File: src/core/usas_pkg.sv
// Package of constants and types for the unaligned store and barrier unit
// Behaviour
// - Right-part store is decoded from primary opcode 101110 with base, source, offset fields
// - Effective address is the sign-extended 16-bit offset plus the base register
// - Right-part store writes the low one to four bytes within the aligned word
// - Only the low 32 bits of a 64-bit source register are stored
// - Written bytes depend on low address bits and the core byte order
// - 32-bit right store: index is address XOR endian, shift left, size word minus index
// - 64-bit path places data in the half chosen by address bit 2 XOR endian
// - 64-bit path XORs physical bits with reverse flag, clears two when memory little
// - 64-bit left store right-justifies the source top bytes, size equals index
// - Only translation, bus and address errors; no alignment check on the address
// - A right and a left store together write the whole unaligned word
// - Barrier decoded from special opcode function 001111, bits 25 to 11 zero
// - Barrier waits until all earlier accesses are globally performed before later ones
// - Ordering types 1 to 31 behave exactly as type zero
// - Barrier orders only uncached and cached coherent shared memory accesses
// - Barrier need not order instruction fetches against data accesses
// - Load completes at register write; store when visible to every processor
// - A store is performed for an agent once its later load returns the value
// - A load is performed for an agent once its later store cannot change it
// - On a strongly ordered system the barrier is a no-operation, not an error
// - 32-bit left store right-justifies the source top bytes, size equals index
package usas_pkg;
   // ----------------------------------------
   // Register offsets
   // ----------------------------------------
   localparam logic [7:0] USAS_OFF_CTRL = 8'h00;
   localparam logic [7:0] USAS_OFF_INSTR = 8'h04;
   localparam logic [7:0] USAS_OFF_BASE_LO = 8'h08;
   localparam logic [7:0] USAS_OFF_BASE_HI = 8'h0c;
   localparam logic [7:0] USAS_OFF_SRC = 8'h10;
   localparam logic [7:0] USAS_OFF_STATUS = 8'h14;
   localparam logic [7:0] USAS_OFF_ADDR_LO = 8'h18;
   localparam logic [7:0] USAS_OFF_DATA_LO = 8'h1c;
   localparam logic [7:0] USAS_OFF_DATA_HI = 8'h20;
   localparam logic [7:0] USAS_OFF_LANES = 8'h24;
   // ----------------------------------------
   // Control bits and reset value
   // ----------------------------------------
   localparam int USAS_CTRL_CORE_BIG = 0;
   localparam int USAS_CTRL_MEM_BIG = 1;
   localparam int USAS_CTRL_REVERSE = 2;
   localparam int USAS_CTRL_WIDE = 3;
   localparam int USAS_CTRL_STRONG = 4;
   localparam logic [4:0] USAS_CTRL_RESET = 5'h00;
   // ----------------------------------------
   // Instruction encodings
   // ----------------------------------------
   localparam logic [5:0] USAS_OP_RIGHT = 6'h2e;
   localparam logic [5:0] USAS_OP_LEFT = 6'h2a;
   localparam logic [5:0] USAS_OP_SPECIAL = 6'h00;
   localparam logic [5:0] USAS_FN_BARRIER = 6'h0f;
   // ----------------------------------------
   // Exception codes and bus answers
   // ----------------------------------------
   localparam logic [2:0] USAS_EXC_NONE = 3'h0;
   localparam logic [2:0] USAS_EXC_REFILL = 3'h1;
   localparam logic [2:0] USAS_EXC_INVALID = 3'h2;
   localparam logic [2:0] USAS_EXC_MODIFIED = 3'h3;
   localparam logic [2:0] USAS_EXC_BUS = 3'h4;
   localparam logic [2:0] USAS_EXC_ADDRESS = 3'h5;
   localparam logic [1:0] USAS_RESP_OKAY = 2'h0;
   localparam logic [1:0] USAS_RESP_SLVERR = 2'h2;

   typedef enum logic [1:0] {
      USAS_ST_IDLE = 2'b00,
      USAS_ST_STORE = 2'b01,
      USAS_ST_SYNC = 2'b10
   } usas_state_e;
endpackage : usas_pkg

File: src/core/usas_unit.sv
// Unaligned partial word store and memory barrier unit with AXI4-Lite registers
`timescale 1ns/100ps
module usas_unit (
   input wire logic aclk,
   input wire logic aresetn,
   input wire logic [7:0] s_axi_awaddr,
   input wire logic s_axi_awvalid,
   output logic s_axi_awready,
   input wire logic [31:0] s_axi_wdata,
   input wire logic [3:0] s_axi_wstrb,
   input wire logic s_axi_wvalid,
   output logic s_axi_wready,
   output logic [1:0] s_axi_bresp,
   output logic s_axi_bvalid,
   input wire logic s_axi_bready,
   input wire logic [7:0] s_axi_araddr,
   input wire logic s_axi_arvalid,
   output logic s_axi_arready,
   output logic [31:0] s_axi_rdata,
   output logic [1:0] s_axi_rresp,
   output logic s_axi_rvalid,
   input wire logic s_axi_rready,
   output logic mem_req,
   output logic [63:0] mem_addr,
   output logic [63:0] mem_data,
   output logic [7:0] mem_lanes,
   output logic [1:0] mem_size,
   input wire logic mem_ack,
   input wire logic [2:0] mem_err,
   output logic sync_req,
   input wire logic sync_ack
);
   import usas_pkg::*;

   typedef struct packed {
      usas_state_e st;
      logic [4:0] ctrl;
      logic [31:0] instr;
      logic [63:0] base;
      logic [31:0] src;
      logic req;
      logic [63:0] addr;
      logic [63:0] data;
      logic [7:0] lanes;
      logic [1:0] size;
      logic sreq;
      logic [2:0] exc;
      logic done;
      logic rsvd;
      logic aw_got;
      logic [7:0] aw_addr;
      logic w_got;
      logic [31:0] w_data;
      logic [3:0] w_strb;
      logic awready;
      logic wready;
      logic bvalid;
      logic [1:0] bresp;
      logic arready;
      logic rvalid;
      logic [31:0] rdata;
      logic [1:0] rresp;
   } usas_s;

   usas_s q_r;
   usas_s q_nxt;

   // ----------------------------------------
   // Helpers
   // ----------------------------------------
   function automatic logic [31:0] usas_merge(input logic [31:0] old, input logic [31:0] val,
                                             input logic [3:0] strb);
      logic [31:0] res;
      res = old;
      for (int i = 0; i < 4; i++) begin
         if (strb[i]) begin
            res[8*i +: 8] = val[8*i +: 8];
         end
      end
      return res;
   endfunction : usas_merge

   function automatic logic usas_mapped(input logic [7:0] a);
      return (a <= USAS_OFF_LANES) && (a[1:0] == 2'b00);
   endfunction : usas_mapped

   logic wr_fire;
   logic launch;
   logic is_right;
   logic is_left;
   logic is_barrier;
   logic [63:0] ea;
   logic [1:0] byt;
   logic [31:0] word;
   logic [3:0] lanes4;
   logic [1:0] code;
   logic [63:0] pa;
   logic hlf;
   logic [31:0] ctrl_w;

   // ----------------------------------------
   // Decode and data path
   // ----------------------------------------
   always_comb begin
      wr_fire = q_r.aw_got && q_r.w_got && !q_r.bvalid;
      launch = wr_fire && (q_r.aw_addr == USAS_OFF_INSTR) && (q_r.st == USAS_ST_IDLE);
      is_right = q_r.w_data[31:26] == USAS_OP_RIGHT;
      is_left = q_r.w_data[31:26] == USAS_OP_LEFT;
      is_barrier = (q_r.w_data[31:26] == USAS_OP_SPECIAL) && (q_r.w_data[5:0] == USAS_FN_BARRIER)
                   && (q_r.w_data[25:11] == 15'h0000);
      ea = q_r.base + {{48{q_r.w_data[15]}}, q_r.w_data[15:0]};
      ctrl_w = usas_merge({27'h0, q_r.ctrl}, q_r.w_data, q_r.w_strb);
      byt = ea[1:0] ^ {2{q_r.ctrl[USAS_CTRL_CORE_BIG]}};
      if (is_right) begin
         word = q_r.src << {byt, 3'b000};
         lanes4 = 4'hf << byt;
         code = 2'd3 - byt;
      end else begin
         word = q_r.src >> (5'd24 - {byt, 3'b000});
         lanes4 = 4'hf >> (2'd3 - byt);
         code = byt;
      end
      pa = ea;
      hlf = 1'b0;
      if (q_r.ctrl[USAS_CTRL_WIDE]) begin
         pa[2:0] = ea[2:0] ^ {3{q_r.ctrl[USAS_CTRL_REVERSE]}};
         hlf = ea[2] ^ q_r.ctrl[USAS_CTRL_CORE_BIG];
      end else begin
         pa[1:0] = ea[1:0] ^ {2{q_r.ctrl[USAS_CTRL_REVERSE]}};
      end
      if (!q_r.ctrl[USAS_CTRL_MEM_BIG]) begin
         pa[1:0] = 2'b00;
      end
   end

   // ----------------------------------------
   // Next state
   // ----------------------------------------
   always_comb begin
      q_nxt = q_r;
      // Write address and data taken independently
      if (s_axi_awvalid && q_r.awready) begin
         q_nxt.aw_got = 1'b1;
         q_nxt.aw_addr = s_axi_awaddr;
      end
      if (s_axi_wvalid && q_r.wready) begin
         q_nxt.w_got = 1'b1;
         q_nxt.w_data = s_axi_wdata;
         q_nxt.w_strb = s_axi_wstrb;
      end
      if (q_r.bvalid && s_axi_bready) begin
         q_nxt.bvalid = 1'b0;
      end
      // Register write once both halves are held
      if (wr_fire) begin
         q_nxt.aw_got = 1'b0;
         q_nxt.w_got = 1'b0;
         q_nxt.bvalid = 1'b1;
         q_nxt.bresp = USAS_RESP_OKAY;
         case (q_r.aw_addr)
            USAS_OFF_CTRL: begin
               q_nxt.ctrl = ctrl_w[4:0];
            end
            USAS_OFF_BASE_LO: begin
               q_nxt.base[31:0] = usas_merge(q_r.base[31:0], q_r.w_data, q_r.w_strb);
            end
            USAS_OFF_BASE_HI: begin
               q_nxt.base[63:32] = usas_merge(q_r.base[63:32], q_r.w_data, q_r.w_strb);
            end
            USAS_OFF_SRC: begin
               q_nxt.src = usas_merge(q_r.src, q_r.w_data, q_r.w_strb);
            end
            USAS_OFF_INSTR: begin
               if (q_r.st != USAS_ST_IDLE) begin
                  q_nxt.bresp = USAS_RESP_SLVERR;
               end
            end
            default: begin
               if (!usas_mapped(q_r.aw_addr)) begin
                  q_nxt.bresp = USAS_RESP_SLVERR;
               end
            end
         endcase
      end
      // Execution
      case (q_r.st)
         USAS_ST_IDLE: begin
            if (launch) begin
               q_nxt.instr = q_r.w_data;
               q_nxt.done = 1'b0;
               q_nxt.rsvd = 1'b0;
               q_nxt.exc = USAS_EXC_NONE;
               if (is_right || is_left) begin
                  q_nxt.req = 1'b1;
                  q_nxt.addr = pa;
                  q_nxt.size = code;
                  q_nxt.data = hlf ? {word, 32'h0000_0000} : {32'h0000_0000, word};
                  q_nxt.lanes = hlf ? {lanes4, 4'h0} : {4'h0, lanes4};
                  q_nxt.st = USAS_ST_STORE;
               end else if (is_barrier) begin
                  // Any ordering type is run as type zero
                  if (q_r.ctrl[USAS_CTRL_STRONG]) begin
                     q_nxt.done = 1'b1;
                  end else begin
                     q_nxt.sreq = 1'b1;
                     q_nxt.st = USAS_ST_SYNC;
                  end
               end else begin
                  q_nxt.rsvd = 1'b1;
                  q_nxt.done = 1'b1;
               end
            end
         end
         USAS_ST_STORE: begin
            if (mem_ack) begin
               q_nxt.req = 1'b0;
               q_nxt.exc = mem_err;
               q_nxt.done = 1'b1;
               q_nxt.st = USAS_ST_IDLE;
            end
         end
         USAS_ST_SYNC: begin
            if (sync_ack) begin
               q_nxt.sreq = 1'b0;
               q_nxt.done = 1'b1;
               q_nxt.st = USAS_ST_IDLE;
            end
         end
         default: begin
            q_nxt.st = USAS_ST_IDLE;
         end
      endcase
      q_nxt.awready = !q_nxt.aw_got && !q_nxt.bvalid;
      q_nxt.wready = !q_nxt.w_got && !q_nxt.bvalid;
      // Read channel
      if (q_r.rvalid && s_axi_rready) begin
         q_nxt.rvalid = 1'b0;
      end
      if (s_axi_arvalid && q_r.arready) begin
         q_nxt.rvalid = 1'b1;
         q_nxt.rresp = usas_mapped(s_axi_araddr) ? USAS_RESP_OKAY : USAS_RESP_SLVERR;
         case (s_axi_araddr)
            USAS_OFF_CTRL: q_nxt.rdata = {27'h0, q_r.ctrl};
            USAS_OFF_INSTR: q_nxt.rdata = q_r.instr;
            USAS_OFF_BASE_LO: q_nxt.rdata = q_r.base[31:0];
            USAS_OFF_BASE_HI: q_nxt.rdata = q_r.base[63:32];
            USAS_OFF_SRC: q_nxt.rdata = q_r.src;
            USAS_OFF_STATUS: begin
               q_nxt.rdata = {24'h0, q_r.rsvd, q_r.exc, q_r.done, q_r.sreq, q_r.req,
                              q_r.st != USAS_ST_IDLE};
            end
            USAS_OFF_ADDR_LO: q_nxt.rdata = q_r.addr[31:0];
            USAS_OFF_DATA_LO: q_nxt.rdata = q_r.data[31:0];
            USAS_OFF_DATA_HI: q_nxt.rdata = q_r.data[63:32];
            USAS_OFF_LANES: q_nxt.rdata = {22'h0, q_r.size, q_r.lanes};
            default: q_nxt.rdata = 32'h0000_0000;
         endcase
      end
      q_nxt.arready = !q_nxt.rvalid;
   end

   // ----------------------------------------
   // State register
   // ----------------------------------------
   always_ff @(posedge aclk) begin
      if (!aresetn) begin
         q_r <= '0;
         q_r.st <= USAS_ST_IDLE;
         q_r.ctrl <= USAS_CTRL_RESET;
      end else begin
         q_r <= q_nxt;
      end
   end

   assign s_axi_awready = q_r.awready;
   assign s_axi_wready = q_r.wready;
   assign s_axi_bvalid = q_r.bvalid;
   assign s_axi_bresp = q_r.bresp;
   assign s_axi_arready = q_r.arready;
   assign s_axi_rvalid = q_r.rvalid;
   assign s_axi_rdata = q_r.rdata;
   assign s_axi_rresp = q_r.rresp;
   assign mem_req = q_r.req;
   assign mem_addr = q_r.addr;
   assign mem_data = q_r.data;
   assign mem_lanes = q_r.lanes;
   assign mem_size = q_r.size;
   assign sync_req = q_r.sreq;
endmodule : usas_unit

File: config.mk
export PLATFORM = sky130hd
export DESIGN_NAME = usas_unit
export DESIGN_NICKNAME = d
export VERILOG_FILES = /design/src/core/usas_pkg.sv /design/src/core/usas_unit.sv
export SDC_FILE = /design/constraint.sdc
export NUM_CORES = 1
export LEC_CHECK = 0
export BUFFER_PORTS_ARGS = -buffer_cell sky130_fd_sc_hd__buf_4
export CAP_MARGIN = 20
export CORE_ASPECT_RATIO = 1.5
export CORE_UTILIZATION = 34
export CTS_CLUSTER_DIAMETER = 100
export CTS_CLUSTER_SIZE = 30
export DETAILED_ROUTE_END_ITERATION = 10
export PLACE_DENSITY_LB_ADDON = 0.2
export REMOVE_ABC_BUFFERS = 1
export SLEW_MARGIN = 20
export SYNTH_ARGS = -nofsm -noshare
export SYNTH_HDL_FRONTEND = slang
export SYNTH_SLANG_ARGS = --single-unit
File: constraint.sdc
create_clock -name aclk -period 5.6 [get_ports aclk]
set_input_delay 0.28 -clock aclk [delete_from_list [all_inputs] [get_ports aclk]]
set_output_delay 0.28 -clock aclk [all_outputs]
set_load 0.02 [all_outputs]
Word level (Yosys, flattened, before mapping)

Index checks and enable logic that the tools add are counted.

Add/sub/neg operators: 3
Order comparisons: 2
Equal/unequal tests: 27
Shift operators: 4
Multiplexer cells: 46
Bitwise gates (word level): 4
Reductions and logical operators: 53

Operators by type and width:

| operator                                                                          | number |
|---|---|
| 32-bit case mux with 10 select lines                                              | 1 |
| 145-bit two-way mux                                                               | 1 |
| 139-bit two-way mux                                                               | 1 |
| 64-bit adder                                                                      | 1 |
| 64-bit two-way mux                                                                | 1 |
| 3-bit AND reduction                                                               | 15 |
| 8-bit by 5-bit equality test with 1-bit output (second input constant)            | 5 |
| 37-bit two-way mux                                                                | 1 |
| 35-bit two-way mux                                                                | 1 |
| 8-bit by 4-bit equality test with 1-bit output (second input constant)            | 4 |
| 32-bit two-way mux                                                                | 1 |
| 32-bit by 5-bit << shifter with 32-bit output                                     | 1 |
| 32-bit by 5-bit >> shifter with 32-bit output                                     | 1 |
| 2-bit two-way mux                                                                 | 13 |
| 8-bit by 3-bit equality test with 1-bit output (second input constant)            | 2 |
| 8-bit by 6-bit equality test with 1-bit output (second input constant)            | 2 |
| 8-bit by 6-bit less-or-equal comparator with 1-bit output (second input constant) | 2 |
| 8-bit zero test                                                                   | 2 |
| 1-bit logical AND                                                                 | 15 |
| 15-bit zero test                                                                  | 1 |
| 1-bit two-way mux                                                                 | 15 |
| 6-bit equality test (second input constant)                                       | 2 |
| 2-bit inequality test (second input constant)                                     | 6 |
| 9-bit two-way mux                                                                 | 1 |
| other kinds (31)                                                                  | 44 |

Flip-flop bits (word level): 367
Bits of input ports: 64
Output and inout port bits: 181
Logic and storage cells: 176

Longest topological paths before layout

Depth after elaboration: 9
Gate-level depth with buffers: 13
Gate-level depth less buffers: 13

Least setup slack after synthesis

OpenSTA, ideal clock, no wires.

Kind: register to register
Start point: reg q_r[60] (netlist bit)
End point: reg q_r (netlist bit mem_addr[62])
Setup time: 0.120 ns
Arrival: 3.712 ns
Required time: 5.480 ns
Slack: 1.768 ns
Cell stages (with the launch flop): 13
Buffers on the path: 1
Clock period less this slack: 3.832 ns
Path through: dfxtp_1 ha_1 buf_6 a21o_1 a21o_1 a21oi_2 o21ai_1 a221o_1 o21ai_2 or3b_4 a41oi_2 nor4_1 a211o_1

Cells in the longest elaborated chain, start to end: 1

Ends and longest elaborated chain:

| what                     | line             | RTL |
|---|---|---|
| start: declaration       | usas_unit.sv:65  | `usas_s q_r;` |
| start signal: assignment | usas_unit.sv:271 | `q_r <= q_nxt;` |
| 64-bit adder             | usas_unit.sv:111 | `ea = q_r.base + {{48{q_r.w_data[15]}}, q_r.w_data[15:0]};` |

Every way passes these cells.
A chain may end at the register's enable or synchronous reset.

Final worst setup path

Start point: reg q_r[60] (netlist bit)
End point: reg q_r (netlist bit mem_addr[61])

The elaborated chain is that of the path after synthesis.

==> results.tsv <==
stage	metric	value	unit
setup_path	cp.required	6.05	ns
clocking	cts_resized	0	
sta	worst_slack	1.49	ns
power_and_ir_drop	p_leak	0.00837	µW
clocking	cts.sinks	365	
synth	synth_ff_type	dfxtp_1	
setup_path	path_cells	buf_4 > ha_1 > nand2_1 > or4_1 > or3_1 > a211oi_2 > o2111ai_1 > o211ai_2 > a21oi_2 > and4bb_1 > or3_1 > nand3_1	
synth	ys_seq_elements	365	
finish	mostFrequentLayoutCell	nand2_1	
floorplan	dieWidth	202	µm
place	dp_slack	1.51	ns
floorplan	core	59200	µm²
floorplan	rows	109	
global_routing	grt_overflow_total	0	
sta	rsz0062_at_grt	false	
status	status	completed	
setup_path	crit_buf_inv	1	
flow_run	drv_cap	0	
drt	vias	19334	
place	dp_hpwl	63800	µm
power_and_ir_drop	finalPower	4510	µW
setup_path	max_stage_delay	0.92	ns
hold_path	hold_class	input port to flip-flop	
drt	detailedRoute.firstPassIterationCount	8	
setup_path	crit_path_frequent_cell	or3_1	
synth	ys_warn_count	0	
clocking	worstSkewPairLatency	0.57	ns
synth	synth_edf_count	0	
finish	final_util	38.2	%
sta	hold_viol_final	0	
setup_path	cp-end-kind	flip-flop	
finish	drive_above_1_share	13.3	%
setup_path	cp.arrival	4.56	ns
drt	drtIter0Drc	1562	
setup_path	start_kind	flip-flop	
global_routing	grt_pass1_vias	18742	
power_and_ir_drop	power_density	200	nW/µm²
floorplan	floorplan.initialDensity	34.5	%
finish	nets	2751	
global_routing	antenna_found_initial	1	
finish	multi_input_area	11200	µm²
drt	wl	85400	µm
sta	fin_crit	4.11	ns
clocking	cts_made_buffers	17	
global_routing	grt_use_total	27.2	%
floorplan	die_h	302	µm
setup_path	critical_path.top_delay_family	simple AND/OR/NAND/NOR gates	
floorplan	dieArea	61100	µm²
clocking	clk_pin_slew	0.12	ns
setup_path	slowest_stage	dfxtp_2	
global_routing	grt_first_pass_wirelength	124000	µm
drt	via_per_inst	5.69	
synth	synthArstFlopShare	0	%
place	place.gp.congestion	0.943	
sta	worstMarginPinSlew	1.19	ns
synth	avgSynthCellArea	7.82	µm²
sta	skew	0.0387	ns
clocking	cts_max_path_buffers	3	
sta	setup_viol	0	
finish	mostFrequentLayoutCells	nand2_1, dfxtp_1, nor2_1	
sta	fmax	243	MHz
floorplan	ios	245	
clocking	h-tree-depth	1	
drt	ant_nets	0	
drt	wl_per_cell	25.1	µm
finish	seqCellArea	7310	µm²
finish	fill_cells	6261	
global_routing	grt_max_degree	166	
synth	yosysSeqAreaShare	35.7	%
sta	slew_violations	0	
finish	antenna_cells	0	
setup_path	critical_path_class	flip-flop to flip-flop	
power_and_ir_drop	vdd_ir_drop_max	0.234	mV
sta	max-slew-margin-rel	20.4	%
synth	synth_cells	2616	
place	io_buffer_count	242	
setup_path	crit_path_max_fanout	33	
drt	drc	0	
clocking	cts_tree	done	
finish	area_growth_syn_to_layout	10.5	%
clocking	ctsRootBufferMaster	clkbuf_16	
synth	syn_area	20400	µm²
sta	period_share	73.4	%
synth	synthDistinctLibCells	87	
==> synthesized netlist by cell type, drive strengths merged, types with 9 or more instances <==
master | count | area [µm²]
xor2 | 20 | 175
nor2b | 12 | 75.1
nor3 | 38 | 230
a21o | 22 | 165
o21bai | 13 | 97.6
and2 | 16 | 100
nand4 | 25 | 156
nand3 | 48 | 245
xnor2 | 38 | 333
or3 | 10 | 63.8
mux2i | 127 | 1270
a21oi | 325 | 1640
dfxtp | 365 | 7310
clkbuf | 136 | 521
a211oi | 13 | 108
ha | 67 | 838
nor4 | 9 | 56.3
nand2 | 367 | 1380
inv | 23 | 86.3
nand2b | 15 | 93.8
a31oi | 39 | 244
nor2 | 350 | 1320
o21ai | 90 | 458
a222oi | 32 | 320
o21a | 17 | 128
and3 | 9 | 57.6
buf | 203 | 1450
a22oi | 97 | 728
==> cell families after synthesis <==
| kind of cell | share of synthesized area, % |
|---|---|
| simple gates | 19.5 |
| compound gates | 21.6 |
| xor+xnor | 2.48 |
| fa+ha+maj | 4.20 |
| flops | 35.7 |
| buf+inv | 10.1 |
| other cells | 0.0183 |
| mux | 6.44 |
==> routing by layer <==
metal,vias to the layer above,GRT usage [%],share of wire [%]
met3,148,2.19,4.5
met4,2,12.3,4.7
met1,9462,30.9,38
li1,9027,-,-
met5,-,0,0.013
met2,695,51.4,53
==> path summary, 6_finish.rpt <==
check	start	endpoint	slack (ns)	cells past startpoint
setup / recovery	q_r[60]$_SDFFE_PN0P_	mem_addr[61]$_SDFFE_PN0P_	1.49	12
hold / removal	s_axi_arvalid	s_axi_rresp[1]$_SDFFE_PN0P_	0.06	3
setup reg to reg	q_r[60]$_SDFFE_PN0P_	mem_addr[61]$_SDFFE_PN0P_	1.49	12
hold reg to reg	mem_addr[40]$_SDFFE_PN0P_	mem_addr[40]$_SDFFE_PN0P_	0.46	2
==> worst min-delay path, cell delays in order <==
cell and delay (ns):
buf_4 0.12, a21oi_1 0.14, nor3b_1 0.06
==> metrics by stage <==
step	setup TNS, ns	instances	area (µm²)	hold slack, ns
6_report	0	3399	22600	0.0648
3_3_place_gp	0	3326	21600	0.441
4_1_cts	0	3399	22600	0.0394
2_1_floorplan	-1.95	2278	18500	0.402
5_1_grt	0	3399	22600	0.0853
3_5_place_dp	0	3328	21600	0.445
==> power by group <==
part	total [µW]	internal (µW)	leakage [µW]	switching [µW]
Clock	1530	582	0.000239	944
Combinational	325	118	0.00519	207
Sequential	2660	2620	0.00294	42.3
==> registers in the layout, summed over array words and instances, names as in the netlist <==
| register | flops |
|---|---|
| mem_addr | 64 |
| mem_data | 64 |
| mem_lanes | 8 |
| mem_req | 1 |
| mem_size | 2 |
| q_r | 186 |
| s_axi_arready | 1 |
| s_axi_awready | 1 |
| s_axi_bresp | 1 |
| s_axi_bvalid | 1 |
| s_axi_rdata | 32 |
| s_axi_rresp | 1 |
| s_axi_rvalid | 1 |
| s_axi_wready | 1 |
| sync_req | 1 |
==> what timing repair did <==
| item | CTS | global route |
|---|---|---|
| setup buffers | 0 | 0 |
| hold buffers | 49 | 0 |
| endpoints found under the hold margin | 49 | 0 |
| endpoints found under the setup margin | 0 | 0 |
==> final cells by class <==
class | count | share of cell area (%)
Clock inverter | 4 | 0.288
Sequential cell | 365 | 32.3
Inverter | 23 | 0.415
Clock buffer | 18 | 1.90
Tap cell | 777 | 4.30
Multi-Input combinational cell | 1890 | 49.4
Timing Repair Buffer | 322 | 11.4
Note: power is estimated with default switching activity, not from simulation.
